===== config.mk =====
export PLATFORM = sky130hd
export DESIGN_NAME = rco_refclk_top
export DESIGN_NICKNAME = d
export VERILOG_FILES = /design/src/rco_pkg.sv /design/src/rco_gen_if.sv /design/src/rco_refclk_top.sv /design/src/rco_src_pick.sv /design/src/rco_wave_gen.sv
export SDC_FILE = /design/constraint.sdc
export NUM_CORES = 1
export LEC_CHECK = 0
export BUFFER_PORTS_ARGS = -buffer_cell sky130_fd_sc_hd__buf_2
export CORE_UTILIZATION = 51
export DETAILED_ROUTE_END_ITERATION = 8
export PLACE_DENSITY = 0.8
export SLEW_MARGIN = 20
export SYNTH_ARGS = -nofsm -noshare
export SYNTH_HDL_FRONTEND = slang
export SYNTH_SLANG_ARGS = --single-unit
export TNS_END_PERCENT = 5

===== constraint.sdc =====
create_clock -name i_clock -period 4.6 [get_ports i_clock]
set_input_delay 0.69 -clock i_clock [delete_from_list [all_inputs] [get_ports i_clock]]
set_output_delay 0.69 -clock i_clock [all_outputs]
set_load 0.02 [all_outputs]

===== src/rco_pkg.sv =====
package rco_pkg;

    // ------------------------------------------------------------------
    // bus and register map
    // ------------------------------------------------------------------
    localparam int RCO_ADDR_W = 12;
    localparam int RCO_DATA_W = 32;
    localparam logic [RCO_ADDR_W-1:0] RCO_OFS_CONTROL = 12'h000;
    localparam logic [RCO_ADDR_W-1:0] RCO_OFS_SOURCE = 12'h004;
    localparam logic [RCO_ADDR_W-1:0] RCO_OFS_STATUS = 12'h008;

    // ------------------------------------------------------------------
    // field layout and reset values
    // ------------------------------------------------------------------
    localparam int RCO_EN_POS = 7;
    localparam int RCO_DUTY_LSB = 3;
    localparam int RCO_DUTY_W = 2;
    localparam int RCO_DIV_LSB = 0;
    localparam int RCO_DIV_W = 3;
    localparam int RCO_SRC_W = 4;
    localparam int RCO_STAT_RUN_POS = 0;
    localparam int RCO_STAT_ARM_POS = 1;
    localparam int RCO_STAT_OUT_POS = 2;
    localparam logic [7:0] RCO_CTRL_RESET = 8'h10;
    localparam logic [7:0] RCO_CTRL_MASK = 8'h9f;
    localparam logic [7:0] RCO_SRC_RESET = 8'h00;
    localparam logic [7:0] RCO_SRC_MASK = 8'h0f;

    // ------------------------------------------------------------------
    // source codes and divider encodings
    // ------------------------------------------------------------------
    localparam int RCO_NUM_ASYNC = 9;
    localparam logic [3:0] RCO_SRC_FOSC = 4'h0;
    localparam logic [3:0] RCO_SRC_HFOSC = 4'h1;
    localparam logic [3:0] RCO_SRC_LFOSC = 4'h2;
    localparam logic [3:0] RCO_SRC_MF500K = 4'h3;
    localparam logic [3:0] RCO_SRC_MF31K = 4'h4;
    localparam logic [3:0] RCO_SRC_NCO = 4'h6;
    localparam logic [3:0] RCO_SRC_LC1 = 4'h7;
    localparam logic [3:0] RCO_SRC_LC2 = 4'h8;
    localparam logic [3:0] RCO_SRC_LC3 = 4'h9;
    localparam logic [3:0] RCO_SRC_LC4 = 4'ha;
    localparam logic [2:0] RCO_DIV_NONE = 3'h0;
    localparam int RCO_PHASE_W = 8;

    typedef enum logic [1:0] {
        RCO_OFF = 2'b00,
        RCO_ARM = 2'b01,
        RCO_RUN = 2'b10
    } rco_state_t;

    // high half-periods: duty quarters of 2^(div+1) halves
    function automatic logic [8:0] rco_high_len(input logic [2:0] div, input logic [1:0] duty);
        logic [8:0] scaled;
        scaled = 9'({7'h00, duty} << div);
        return scaled >> 1;
    endfunction : rco_high_len

    // last phase of a divided period, counted in source half-periods
    function automatic logic [RCO_PHASE_W-1:0] rco_period_last(input logic [2:0] div);
        logic [8:0] halves;
        halves = 9'(9'h002 << div);
        return 8'(halves - 9'h001);
    endfunction : rco_period_last

endpackage : rco_pkg


===== src/rco_gen_if.sv =====
`timescale 1ns/1ps
`default_nettype none
interface rco_gen_if;
    logic src_level;
    logic src_edge;
    logic src_rise;
    logic src_valid;
    logic [3:0] src_sel;
    logic [2:0] div_sel;
    logic [1:0] duty_sel;
    logic start;
    logic hold;
    logic wave_next;

    modport pick (input src_sel, output src_level, output src_edge, output src_rise,
                  output src_valid);
    modport gen (input src_edge, input div_sel, input duty_sel, input start, input hold,
                 output wave_next);
    modport ctrl (input src_level, input src_edge, input src_rise, input src_valid,
                  input wave_next, output src_sel, output div_sel, output duty_sel,
                  output start, output hold);
endinterface : rco_gen_if
`default_nettype wire


===== src/rco_refclk_top.sv =====
// The register addresses and the APB slave port are this design's own decisions.
`timescale 1ns/1ps
`default_nettype none
module rco_refclk_top
    import rco_pkg::*;
(
    input wire logic i_clock,
    input wire logic i_arst_n,
    // apb slave
    input wire logic i_psel,
    input wire logic i_penable,
    input wire logic i_pwrite,
    input wire logic [RCO_ADDR_W-1:0] i_paddr,
    input wire logic [RCO_DATA_W-1:0] i_pwdata,
    input wire logic [3:0] i_pstrb,
    output logic [RCO_DATA_W-1:0] o_prdata,
    output logic o_pready,
    output logic o_pslverr,
    // clock sources from other domains
    input wire logic i_high_freq_internal_osc,
    input wire logic i_low_freq_internal_osc,
    input wire logic i_mid_freq_internal_osc_500k,
    input wire logic i_mid_freq_internal_osc_31k,
    input wire logic i_num_ctrl_osc_output,
    input wire logic i_logic_cell1_output,
    input wire logic i_logic_cell2_output,
    input wire logic i_logic_cell3_output,
    input wire logic i_logic_cell4_output,
    // device sleep, same clock domain
    input wire logic i_sleep,
    output logic o_refclk_out_pin
);

    // ------------------------------------------------------------------
    // source synchroniser
    // ------------------------------------------------------------------
    logic [RCO_NUM_ASYNC-1:0] src_raw;
    logic [RCO_NUM_ASYNC-1:0] sync1_q;
    logic [RCO_NUM_ASYNC-1:0] sync2_q;

    assign src_raw = {i_logic_cell4_output, i_logic_cell3_output, i_logic_cell2_output,
                      i_logic_cell1_output, i_num_ctrl_osc_output,
                      i_mid_freq_internal_osc_31k, i_mid_freq_internal_osc_500k,
                      i_low_freq_internal_osc, i_high_freq_internal_osc};

    // sources faster than half of the clock will alias; no filter here
    always_ff @(posedge i_clock or negedge i_arst_n)
    begin
        if (!i_arst_n)
        begin
            sync1_q <= '0;
            sync2_q <= '0;
        end
        else
        begin
            sync1_q <= src_raw;
            sync2_q <= sync1_q;
        end
    end

    // ------------------------------------------------------------------
    // apb decode
    // ------------------------------------------------------------------
    logic setup;
    logic access;
    logic hit_control;
    logic hit_source;
    logic hit_status;
    logic hit_any;
    logic wr_lane0;
    logic wr_control;
    logic wr_source;

    assign setup = i_psel & ~i_penable;
    assign access = i_psel & i_penable;
    assign hit_control = (i_paddr == RCO_OFS_CONTROL);
    assign hit_source = (i_paddr == RCO_OFS_SOURCE);
    assign hit_status = (i_paddr == RCO_OFS_STATUS);
    assign hit_any = hit_control | hit_source | hit_status;
    assign wr_lane0 = access & i_pwrite & i_pstrb[0];
    assign wr_control = wr_lane0 & hit_control;
    assign wr_source = wr_lane0 & hit_source;

    // zero wait states: every access completes in its first access cycle
    assign o_pready = 1'b1;
    assign o_pslverr = access & ~hit_any;

    // ------------------------------------------------------------------
    // configuration registers
    // ------------------------------------------------------------------
    logic [7:0] control_q, control_d;
    logic [7:0] source_q, source_d;
    logic enable;
    logic [RCO_DIV_W-1:0] div_sel;
    logic [RCO_DUTY_W-1:0] duty_sel;
    logic [RCO_SRC_W-1:0] src_sel;

    // divider and duty stay writable while running; the glitch is accepted
    always_comb
    begin
        control_d = control_q;
        source_d = source_q;
        if (wr_control)
        begin
            control_d = i_pwdata[7:0] & RCO_CTRL_MASK;
        end
        if (wr_source)
        begin
            source_d = i_pwdata[7:0] & RCO_SRC_MASK;
        end
    end

    always_ff @(posedge i_clock or negedge i_arst_n)
    begin
        if (!i_arst_n)
        begin
            control_q <= RCO_CTRL_RESET;
            source_q <= RCO_SRC_RESET;
        end
        else
        begin
            control_q <= control_d;
            source_q <= source_d;
        end
    end

    assign enable = control_q[RCO_EN_POS];
    assign div_sel = control_q[RCO_DIV_LSB +: RCO_DIV_W];
    assign duty_sel = control_q[RCO_DUTY_LSB +: RCO_DUTY_W];
    assign src_sel = source_q[RCO_SRC_W-1:0];

    // ------------------------------------------------------------------
    // generator datapath
    // ------------------------------------------------------------------
    rco_gen_if gi();

    assign gi.src_sel = src_sel;
    assign gi.div_sel = div_sel;
    assign gi.duty_sel = duty_sel;
    assign gi.hold = i_sleep;

    rco_src_pick u_pick (
        .i_clock(i_clock),
        .i_arst_n(i_arst_n),
        .i_sync(sync2_q),
        .g(gi.pick)
    );

    rco_wave_gen u_wave (
        .i_clock(i_clock),
        .i_arst_n(i_arst_n),
        .g(gi.gen)
    );

    // ------------------------------------------------------------------
    // enable sequencing
    // ------------------------------------------------------------------
    rco_state_t state_q, state_d;
    logic [RCO_SRC_W-1:0] run_src_q, run_src_d;
    logic start;
    logic src_changed;

    assign src_changed = (run_src_q != src_sel);

    always_comb
    begin
        state_d = state_q;
        run_src_d = run_src_q;
        start = 1'b0;
        unique case (state_q)
            RCO_OFF:
            begin
                if (enable && gi.src_valid)
                begin
                    state_d = RCO_ARM;
                    run_src_d = src_sel;
                end
            end
            RCO_ARM:
            begin
                if (!enable || !gi.src_valid)
                begin
                    state_d = RCO_OFF;
                end
                else if (src_changed)
                begin
                    run_src_d = src_sel;
                end
                else if (gi.src_rise && !i_sleep)
                begin
                    // phase zero is aligned to a real source edge
                    state_d = RCO_RUN;
                    start = 1'b1;
                end
            end
            RCO_RUN:
            begin
                if (!enable || !gi.src_valid)
                begin
                    state_d = RCO_OFF;
                end
                else if (src_changed)
                begin
                    // re-arm so a new source also starts on a clean edge
                    state_d = RCO_ARM;
                    run_src_d = src_sel;
                end
            end
            default:
            begin
                state_d = RCO_OFF;
            end
        endcase
    end

    always_ff @(posedge i_clock or negedge i_arst_n)
    begin
        if (!i_arst_n)
        begin
            state_q <= RCO_OFF;
            run_src_q <= '0;
        end
        else
        begin
            state_q <= state_d;
            run_src_q <= run_src_d;
        end
    end

    assign gi.start = start;

    // ------------------------------------------------------------------
    // output pin
    // ------------------------------------------------------------------
    logic out_q, out_d;

    always_comb
    begin
        out_d = 1'b0;
        if (state_q == RCO_RUN && enable && gi.src_valid && !src_changed)
        begin
            if (i_sleep)
            begin
                out_d = out_q;
            end
            else if (div_sel == RCO_DIV_NONE)
            begin
                out_d = gi.src_level;
            end
            else
            begin
                out_d = gi.wave_next;
            end
        end
        else if (state_q == RCO_ARM && start)
        begin
            if (div_sel == RCO_DIV_NONE)
            begin
                out_d = gi.src_level;
            end
            else
            begin
                out_d = gi.wave_next;
            end
        end
        else if (state_q == RCO_RUN && i_sleep && enable)
        begin
            out_d = out_q;
        end
    end

    always_ff @(posedge i_clock or negedge i_arst_n)
    begin
        if (!i_arst_n)
        begin
            out_q <= 1'b0;
        end
        else
        begin
            out_q <= out_d;
        end
    end

    assign o_refclk_out_pin = out_q;

    // ------------------------------------------------------------------
    // read data
    // ------------------------------------------------------------------
    logic [RCO_DATA_W-1:0] prdata_q, prdata_d;
    logic [7:0] status;

    always_comb
    begin
        status = 8'h00;
        status[RCO_STAT_RUN_POS] = (state_q == RCO_RUN);
        status[RCO_STAT_ARM_POS] = (state_q == RCO_ARM);
        status[RCO_STAT_OUT_POS] = out_q;
    end

    // captured in the setup cycle, so read data comes straight from a flop
    always_comb
    begin
        prdata_d = prdata_q;
        if (setup && !i_pwrite)
        begin
            prdata_d = '0;
            if (hit_control)
            begin
                prdata_d[7:0] = control_q & RCO_CTRL_MASK;
            end
            else if (hit_source)
            begin
                prdata_d[7:0] = source_q & RCO_SRC_MASK;
            end
            else if (hit_status)
            begin
                prdata_d[7:0] = status;
            end
        end
    end

    always_ff @(posedge i_clock or negedge i_arst_n)
    begin
        if (!i_arst_n)
        begin
            prdata_q <= '0;
        end
        else
        begin
            prdata_q <= prdata_d;
        end
    end

    assign o_prdata = prdata_q;

endmodule : rco_refclk_top
`default_nettype wire


===== src/rco_src_pick.sv =====
`timescale 1ns/1ps
`default_nettype none
module rco_src_pick
    import rco_pkg::*;
(
    input wire logic i_clock,
    input wire logic i_arst_n,
    input wire logic [RCO_NUM_ASYNC-1:0] i_sync,
    rco_gen_if.pick g
);
    logic fosc_q, fosc_d;
    logic level_q, level_d;
    logic prev_q;
    logic valid;

    // ------------------------------------------------------------------
    // source mux
    // ------------------------------------------------------------------
    // system clock is seen as a toggle: one half period per rising clock edge
    always_comb
    begin
        fosc_d = ~fosc_q;
        valid = 1'b1;
        unique case (g.src_sel)
            RCO_SRC_FOSC: level_d = fosc_q;
            RCO_SRC_HFOSC: level_d = i_sync[0];
            RCO_SRC_LFOSC: level_d = i_sync[1];
            RCO_SRC_MF500K: level_d = i_sync[2];
            RCO_SRC_MF31K: level_d = i_sync[3];
            RCO_SRC_NCO: level_d = i_sync[4];
            RCO_SRC_LC1: level_d = i_sync[5];
            RCO_SRC_LC2: level_d = i_sync[6];
            RCO_SRC_LC3: level_d = i_sync[7];
            RCO_SRC_LC4: level_d = i_sync[8];
            default:
            begin
                level_d = 1'b0;
                valid = 1'b0;
            end
        endcase
    end

    always_ff @(posedge i_clock or negedge i_arst_n)
    begin
        if (!i_arst_n)
        begin
            fosc_q <= 1'b0;
            level_q <= 1'b0;
            prev_q <= 1'b0;
        end
        else
        begin
            fosc_q <= fosc_d;
            level_q <= level_d;
            prev_q <= level_q;
        end
    end

    assign g.src_level = level_q;
    assign g.src_edge = level_q ^ prev_q;
    assign g.src_rise = level_q & ~prev_q;
    assign g.src_valid = valid;
endmodule : rco_src_pick
`default_nettype wire


===== src/rco_wave_gen.sv =====
`timescale 1ns/1ps
`default_nettype none
module rco_wave_gen
    import rco_pkg::*;
(
    input wire logic i_clock,
    input wire logic i_arst_n,
    rco_gen_if.gen g
);
    logic [RCO_PHASE_W-1:0] phase_q, phase_d;
    logic [RCO_PHASE_W-1:0] last;

    // ------------------------------------------------------------------
    // half-period phase counter
    // ------------------------------------------------------------------
    always_comb
    begin
        last = rco_period_last(g.div_sel);
        phase_d = phase_q;
        if (g.start)
        begin
            phase_d = '0;
        end
        else if (g.hold)
        begin
            phase_d = phase_q;
        end
        else if (g.src_edge)
        begin
            // >= lets a shrunk divider recover instead of running to wrap
            if (phase_q >= last)
            begin
                phase_d = '0;
            end
            else
            begin
                phase_d = phase_q + 8'h01;
            end
        end
        g.wave_next = {1'b0, phase_d} < rco_high_len(g.div_sel, g.duty_sel);
    end

    always_ff @(posedge i_clock or negedge i_arst_n)
    begin
        if (!i_arst_n)
        begin
            phase_q <= '0;
        end
        else
        begin
            phase_q <= phase_d;
        end
    end
endmodule : rco_wave_gen
`default_nettype wire

* Yosys cells after proc, flatten, opt, wreduce, memory -nomap -nowiden
Index checks and enable logic that the tools add are counted.
Storage, ports and cells: flip-flop bits (word level) 54, input port bits 63, output and inout port bits 35
Cells by class: $add $sub $neg 2, magnitude comparators 2, eq/ne operators 22, shift-type cells 2, multiplexer cells 29, bitwise operators 15, reduce and logical (&&, ||, !) cells 25
Operators by type and width (number):
- $mux 8 | 6
- $eq 12x3->1 const B | 1
- $eq 12x4->1 const B | 1
- $eq 4x3->1 const B | 3
- $eq 4x4->1 const B | 3
- $logic_not 12->1 | 1
- $mux 2 | 6
- $mux 4 | 3
- $mux 1 | 10
- $pmux 1 s10 | 1
- $reduce_or 10->1 | 1
- $logic_and 1x1->1 | 9
- $shl 2x3->9 | 1
- $add 8x1->8 const B | 1
- $and 1x1->1 | 8
- $eq 4x2->1 const B | 2
- $ge 8x8->1 | 1
- $lt 8x8->1 | 1
- $pmux 4 s2 | 1
- $reduce_and 4->1 | 2
- $shl 2x3->8 const A | 1
- $sub 8x1->8 const B | 1
- $ne 2x2->1 const B | 3
- $ne 3x2->1 const B | 2
- other kinds (20) | 28

* Logic depth before layout (Yosys ltp)
depth in word-level cells 12, mapped depth 19, mapped depth without buffers 18

* Modules after synthesis
From an unflattened synthesis, not the netlist that was laid out.
Unflattened totals: cell total of the unflattened synthesis 300, area, all modules 3095.5 µm²
By module, submodules not included:
- rco_refclk_top | times used 1, cells each 162, area an instance 1931.9 µm², sequential area each 1027.2 µm²
- rco_wave_gen | times used 1, cells each 118, area an instance 934.6 µm², sequential area each 200.2 µm²
- rco_src_pick | times used 1, cells each 20, area an instance 229.0 µm², sequential area each 75.1 µm²

* Least setup slack after synthesis
No wires, ideal clock.
path type register to register, start point register control_q[0], end point register out_q (netlist: o_refclk_out_pin), setup time 129 ps, arrival time 3652 ps, data required time 4471 ps, slack 819 ps, stages on the path, launching flop included 20, path through dfrtp_1 nor3_1 inv_1 ha_1 clkbuf_1 nor3_1 a21oi_1 o21a_1 ha_1 and3_1 a21o_1 o21ai_0 o211ai_2 nor2_1 ha_1 nand4_1 a2111oi_0 a21boi_0 o211a_1 o21ai_0
On the way: cells in the longest elaborated chain, start to end 11
RTL lines:
- from (decl) | line rco_refclk_top.sv:91 | logic [7:0] control_q, control_d;
- from (signal assigned) | line rco_refclk_top.sv:122 | control_q <= control_d;
- $shl 2x3->8 * | line rco_pkg.sv:62 | halves = 9'(9'h002 << div);
- $sub 8x1->8 * | line rco_pkg.sv:63 | return 8'(halves - 9'h001);
- $ge 8x8->1 * | line rco_wave_gen.sv:31 | if (phase_q >= last)
- $mux 8 * | line rco_wave_gen.sv:31
- $mux 8 * | line rco_wave_gen.sv:28 | else if (g.src_edge)
- $mux 8 * | line rco_wave_gen.sv:24 | else if (g.hold)
- $mux 8 * | line rco_wave_gen.sv:20 | if (g.start)
- net u_wave.phase_d[7] | line rco_wave_gen.sv:10 | logic [RCO_PHASE_W-1:0] phase_q, phase_d;
- $lt 8x8->1 * | line rco_wave_gen.sv:40 | g.wave_next = {1'b0, phase_d} < rco_high_len(g.div_sel, g.duty_sel);
- $mux 1 * | line rco_refclk_top.sv:246, rco_refclk_top.sv:257
- $mux 1 (on tied branches) | line rco_refclk_top.sv:255, rco_refclk_top.sv:242
- $mux 1 * | line rco_refclk_top.sv:240 | if (state_q == RCO_RUN && enable && gi.src_valid && !src_changed)
- to (signal assigned) | line rco_refclk_top.sv:280 | out_q <= out_d;
- to (decl) | line rco_refclk_top.sv:235 | logic out_q, out_d;
Mark *: on every way through the listed nets, which the timed path passes. The rest lies on a longest branch. The select of a mux whose other input is x is not followed. A chain may end at the register's enable or synchronous reset.

* Worst setup path after layout
start point register control_q[2], end point register out_q (netlist: o_refclk_out_pin)
Same word-level chain as after synthesis.

==> reports/metrics.cfg <==
[floorplan]
fp.dieArea_mm2=0.00631
fp.dieW_um=79.4
ios=98
rows=27
core-area_mm2=0.00564
dieHeight_um=79.4
start_util=0.542

[placement]
placed_cells=405
gp_congestion=0.869
dp_hpwl_mm=4.16
portBuffers=41

[power_and_ir_drop]
peakVddDrop_v=0.000233
p_clk_frac=0.273
combinationalPowerShare=0.223
switching_share=0.328
p_int_w=0.000693
power_density_mw_per_mm2=311
power.leakage_nw=1.62
seq_power_share=0.504
power_w=0.00103
switchingPower_w=0.000339

[logic_synthesis]
synth_ff_type=dfrtp_1
synth.yosys.warnings=0
postSynthAreaPerCell_um2=10.1
yosysUniqueCellTypes=54
synth_edf_count=0
async_flop_share=1.00
seq_area_frac_synth=0.426
synthCells=302
yosys_register_bits=52
netlist_area_mm2=0.00306

[cells_and_area]
multi_input_area_mm2=0.00155
fillCellCount=484
drive_above_1_share=0.235
area_growth_pct=8.47
final_cell_count_no_fill=413
seq_area_mm2=0.00130
nets=424
diodes=0

[sta]
rsz0062_at_grt=no
period_share=0.923
worst_slew_pin_slew_ns=0.660
maxSlewViolCount=0
hold_viol_final=0
slew-limit-headroom=0.560
fin_crit_ns=4.24
max_freq_ghz=0.236
final-setup-viol-count=0
fin_worst_skew_ns=0.00497
setup_tns_ns=0

[grt]
grt_max_degree=53
gr-total-overflow=0
busiest_layer=met2
use_met3=0.0377
grt_pass1_wl_mm=9.19
gr-usage-met1=0.243
grt_usage=0.190
grt_pass1_vias=2002
antenna_found_initial=0
met2_usage=0.326

[setup_path]
rr_startpoint=control_q[2]$_DFFE_PN0P_
cp-end-kind=register
path_max_fanout=12
ff2ff_path_depth=18
max_stage_delay_ns=0.52
cp_common_cell=ha_1
setup.worst_path.start=control_q[2]$_DFFE_PN0P_
path_cells=nor3_1, inv_1, ha_1, nor3_1, a21oi_1, o21a_1, ha_1, and3_1, a21o_1, o21ai_1, o211ai_2, nor2_1, ha_1, nand4_1, a2111oi_2, a21boi_0, o211a_1, o21ai_0
crit_slowest_cell=dfrtp_1
worst-endpoint-arrival_ns=4.44
rrSetupSlack_ns=0.36
required_ns=4.80
timing.rr.end=o_refclk_out_pin$_DFFE_PN0P_
critPathKind=reg -> reg
worstSetupStartpointType=register

[cts]
clk-insertion-delay-late_ns=0.31
cts_tree=built
cts_buffers=5
htreeDepth=2
cts.sinks=52
cts_root_buf=clkbuf_8
cts.clk_slew.worst_paths_ns=0.10
cts_buffer_depth=2

[run]
max_cap_viol_count=0

[hold_path]
min_from=sync1_q[3]$_DFF_PN0_
hold_end=sync2_q[3]$_DFF_PN0_
worstHoldPathType=reg -> reg
hold_depth=0

[drt]
drtIter0Drc=139
dr.pass1.iters=4
drc=0
viasPerCell=5.40
vias=2232
wire_per_inst_um=13.4
wirelength_mm=5.51
drtAntennaViolNets=0

[outcome]
status=finished clean

-- metrics by stage --
| stage | utilization | worst slack (ns) | instance area [µm²] | hold slack (ns) |
|---|---|---|---|---|
| floorplan | - | 0.819 | 3150 | 0.331 |
| global placement | 0.569 | 0.434 | 3210 | 0.332 |
| detailed placement | 0.569 | 0.371 | 3210 | 0.335 |
| CTS | 0.586 | 0.276 | 3310 | 0.359 |
| global route | 0.588 | 0.0421 | 3320 | 0.367 |
| finish | 0.588 | 0.356 | 3320 | 0.356 |
-- layout make-up --
| type | instances | share of cell area |
|---|---|---|
| inverter | 13 | 0.0147 |
| clock buffer | 5 | 0.0208 |
| multi-input combinational | 224 | 0.467 |
| clock inverter | 3 | 0.00868 |
| tap | 72 | 0.0272 |
| sequential | 52 | 0.393 |
| timing repair buffer | 44 | 0.0687 |
-- placed cells by master (no fill, tap or decap), types with 2 or more instances in the layout --
cell type  instances
a211oi_1           2
nand4_1            4
nor2b_1            2
a31oi_1            4
nor2_1            22
buf_4              3
mux2i_1            7
inv_6              2
buf_2             41
nor4_1             3
nor3_1             6
ha_1              21
xor2_1             9
nor4_4             2
xnor2_1            3
o21ai_0           11
and3_1             2
inv_1             13
o31ai_1            3
a21oi_1           17
dfrtp_1           50
nand3_1            5
and4_1             2
nand2_1           29
nor3b_1            2
conb_1            27
o21a_1             2
clkbuf_8           5
mux2_2            14
-- power groups by stage --
stage	sequential (W)	combinational, W	clock, W
after global placement	0.000526	0.000209	0
after CTS	0.000519	0.000220	0.000291
after global routing	0.000526	0.000261	0.000316
final	0.000520	0.000230	0.000282
after detailed placement	0.000528	0.000219	0
after floorplan	0.000519	0.000175	0
-- flip-flops by register name, indices dropped and copies added, names as in the netlist --
name	flops
u_wave.phase_q	8
u_pick.g.src_level	1
u_pick.prev_q	1
u_pick.fosc_q	1
source_q	4
sync2_q	9
control_q	6
o_prdata	6
run_src_q	4
sync1_q	9
o_refclk_out_pin	1
state_q	2
-- metal layers --
layer	vias to the layer above	part of all wire
li1	1082	-
met2	99	0.48
met4	0	0.0092
met1	1046	0.45
met5	-	0
met3	5	0.069
-- cell usage after synthesis, drive strengths merged, types with 5 or more instances --
cell	n	area (µm²)
buf	31	231
mux2	14	158
nor2	23	88.8
nor4	5	61.3
xor2	9	78.8
dfrtp	51	1280
nor3	6	30.0
nand2	29	109
mux2i	7	70.1
nand3	6	35.0
o21ai	12	60.1
inv	13	48.8
ha	21	263
clkbuf	7	26.3
a21oi	17	85.1
-- worst max-delay path, delay by kind of cell (launching register included) --
kind	cells	cell delay, ns
AO/OA/AOI/OAI	9	1.72
AND/OR/NAND/NOR	5	1.11
adder cells (fa/ha/maj)	3	0.71
flip-flops	1	0.52
buffers and inverters	1	0.07
-- how the worst max path moves through the flow --
stage                                               to  slack (ns)  cells after the start
final                     o_refclk_out_pin$_DFFE_PN0P_        0.36                     18
after global placement    o_refclk_out_pin$_DFFE_PN0P_        0.43                     18
after floorplan           o_refclk_out_pin$_DFFE_PN0P_        0.82                     19
after detailed placement  o_refclk_out_pin$_DFFE_PN0P_        0.37                     18
after global routing      o_refclk_out_pin$_DFFE_PN0P_        0.04                     18
after CTS                 o_refclk_out_pin$_DFFE_PN0P_        0.28                     18
-- timing repair --
| action | CTS | global route |
|---|---|---|
| hold buffers | 0 | 0 |
| endpoints found under the setup margin | 0 | 1 |
| gates resized for setup | 0 | 4 |
| setup buffers | 0 | 0 |
-- cells by family after synthesis --
group | count (synthesis) | share of synthesized area
other cells | 2 | 0.00246
simple gates | 87 | 0.147
fa+ha+maj | 21 | 0.0860
buf+inv | 51 | 0.100
mux | 22 | 0.0819
compound gates | 55 | 0.122
flops | 52 | 0.426
xor+xnor | 12 | 0.0344
No activity file was read; power rests on OpenSTA's default activity.
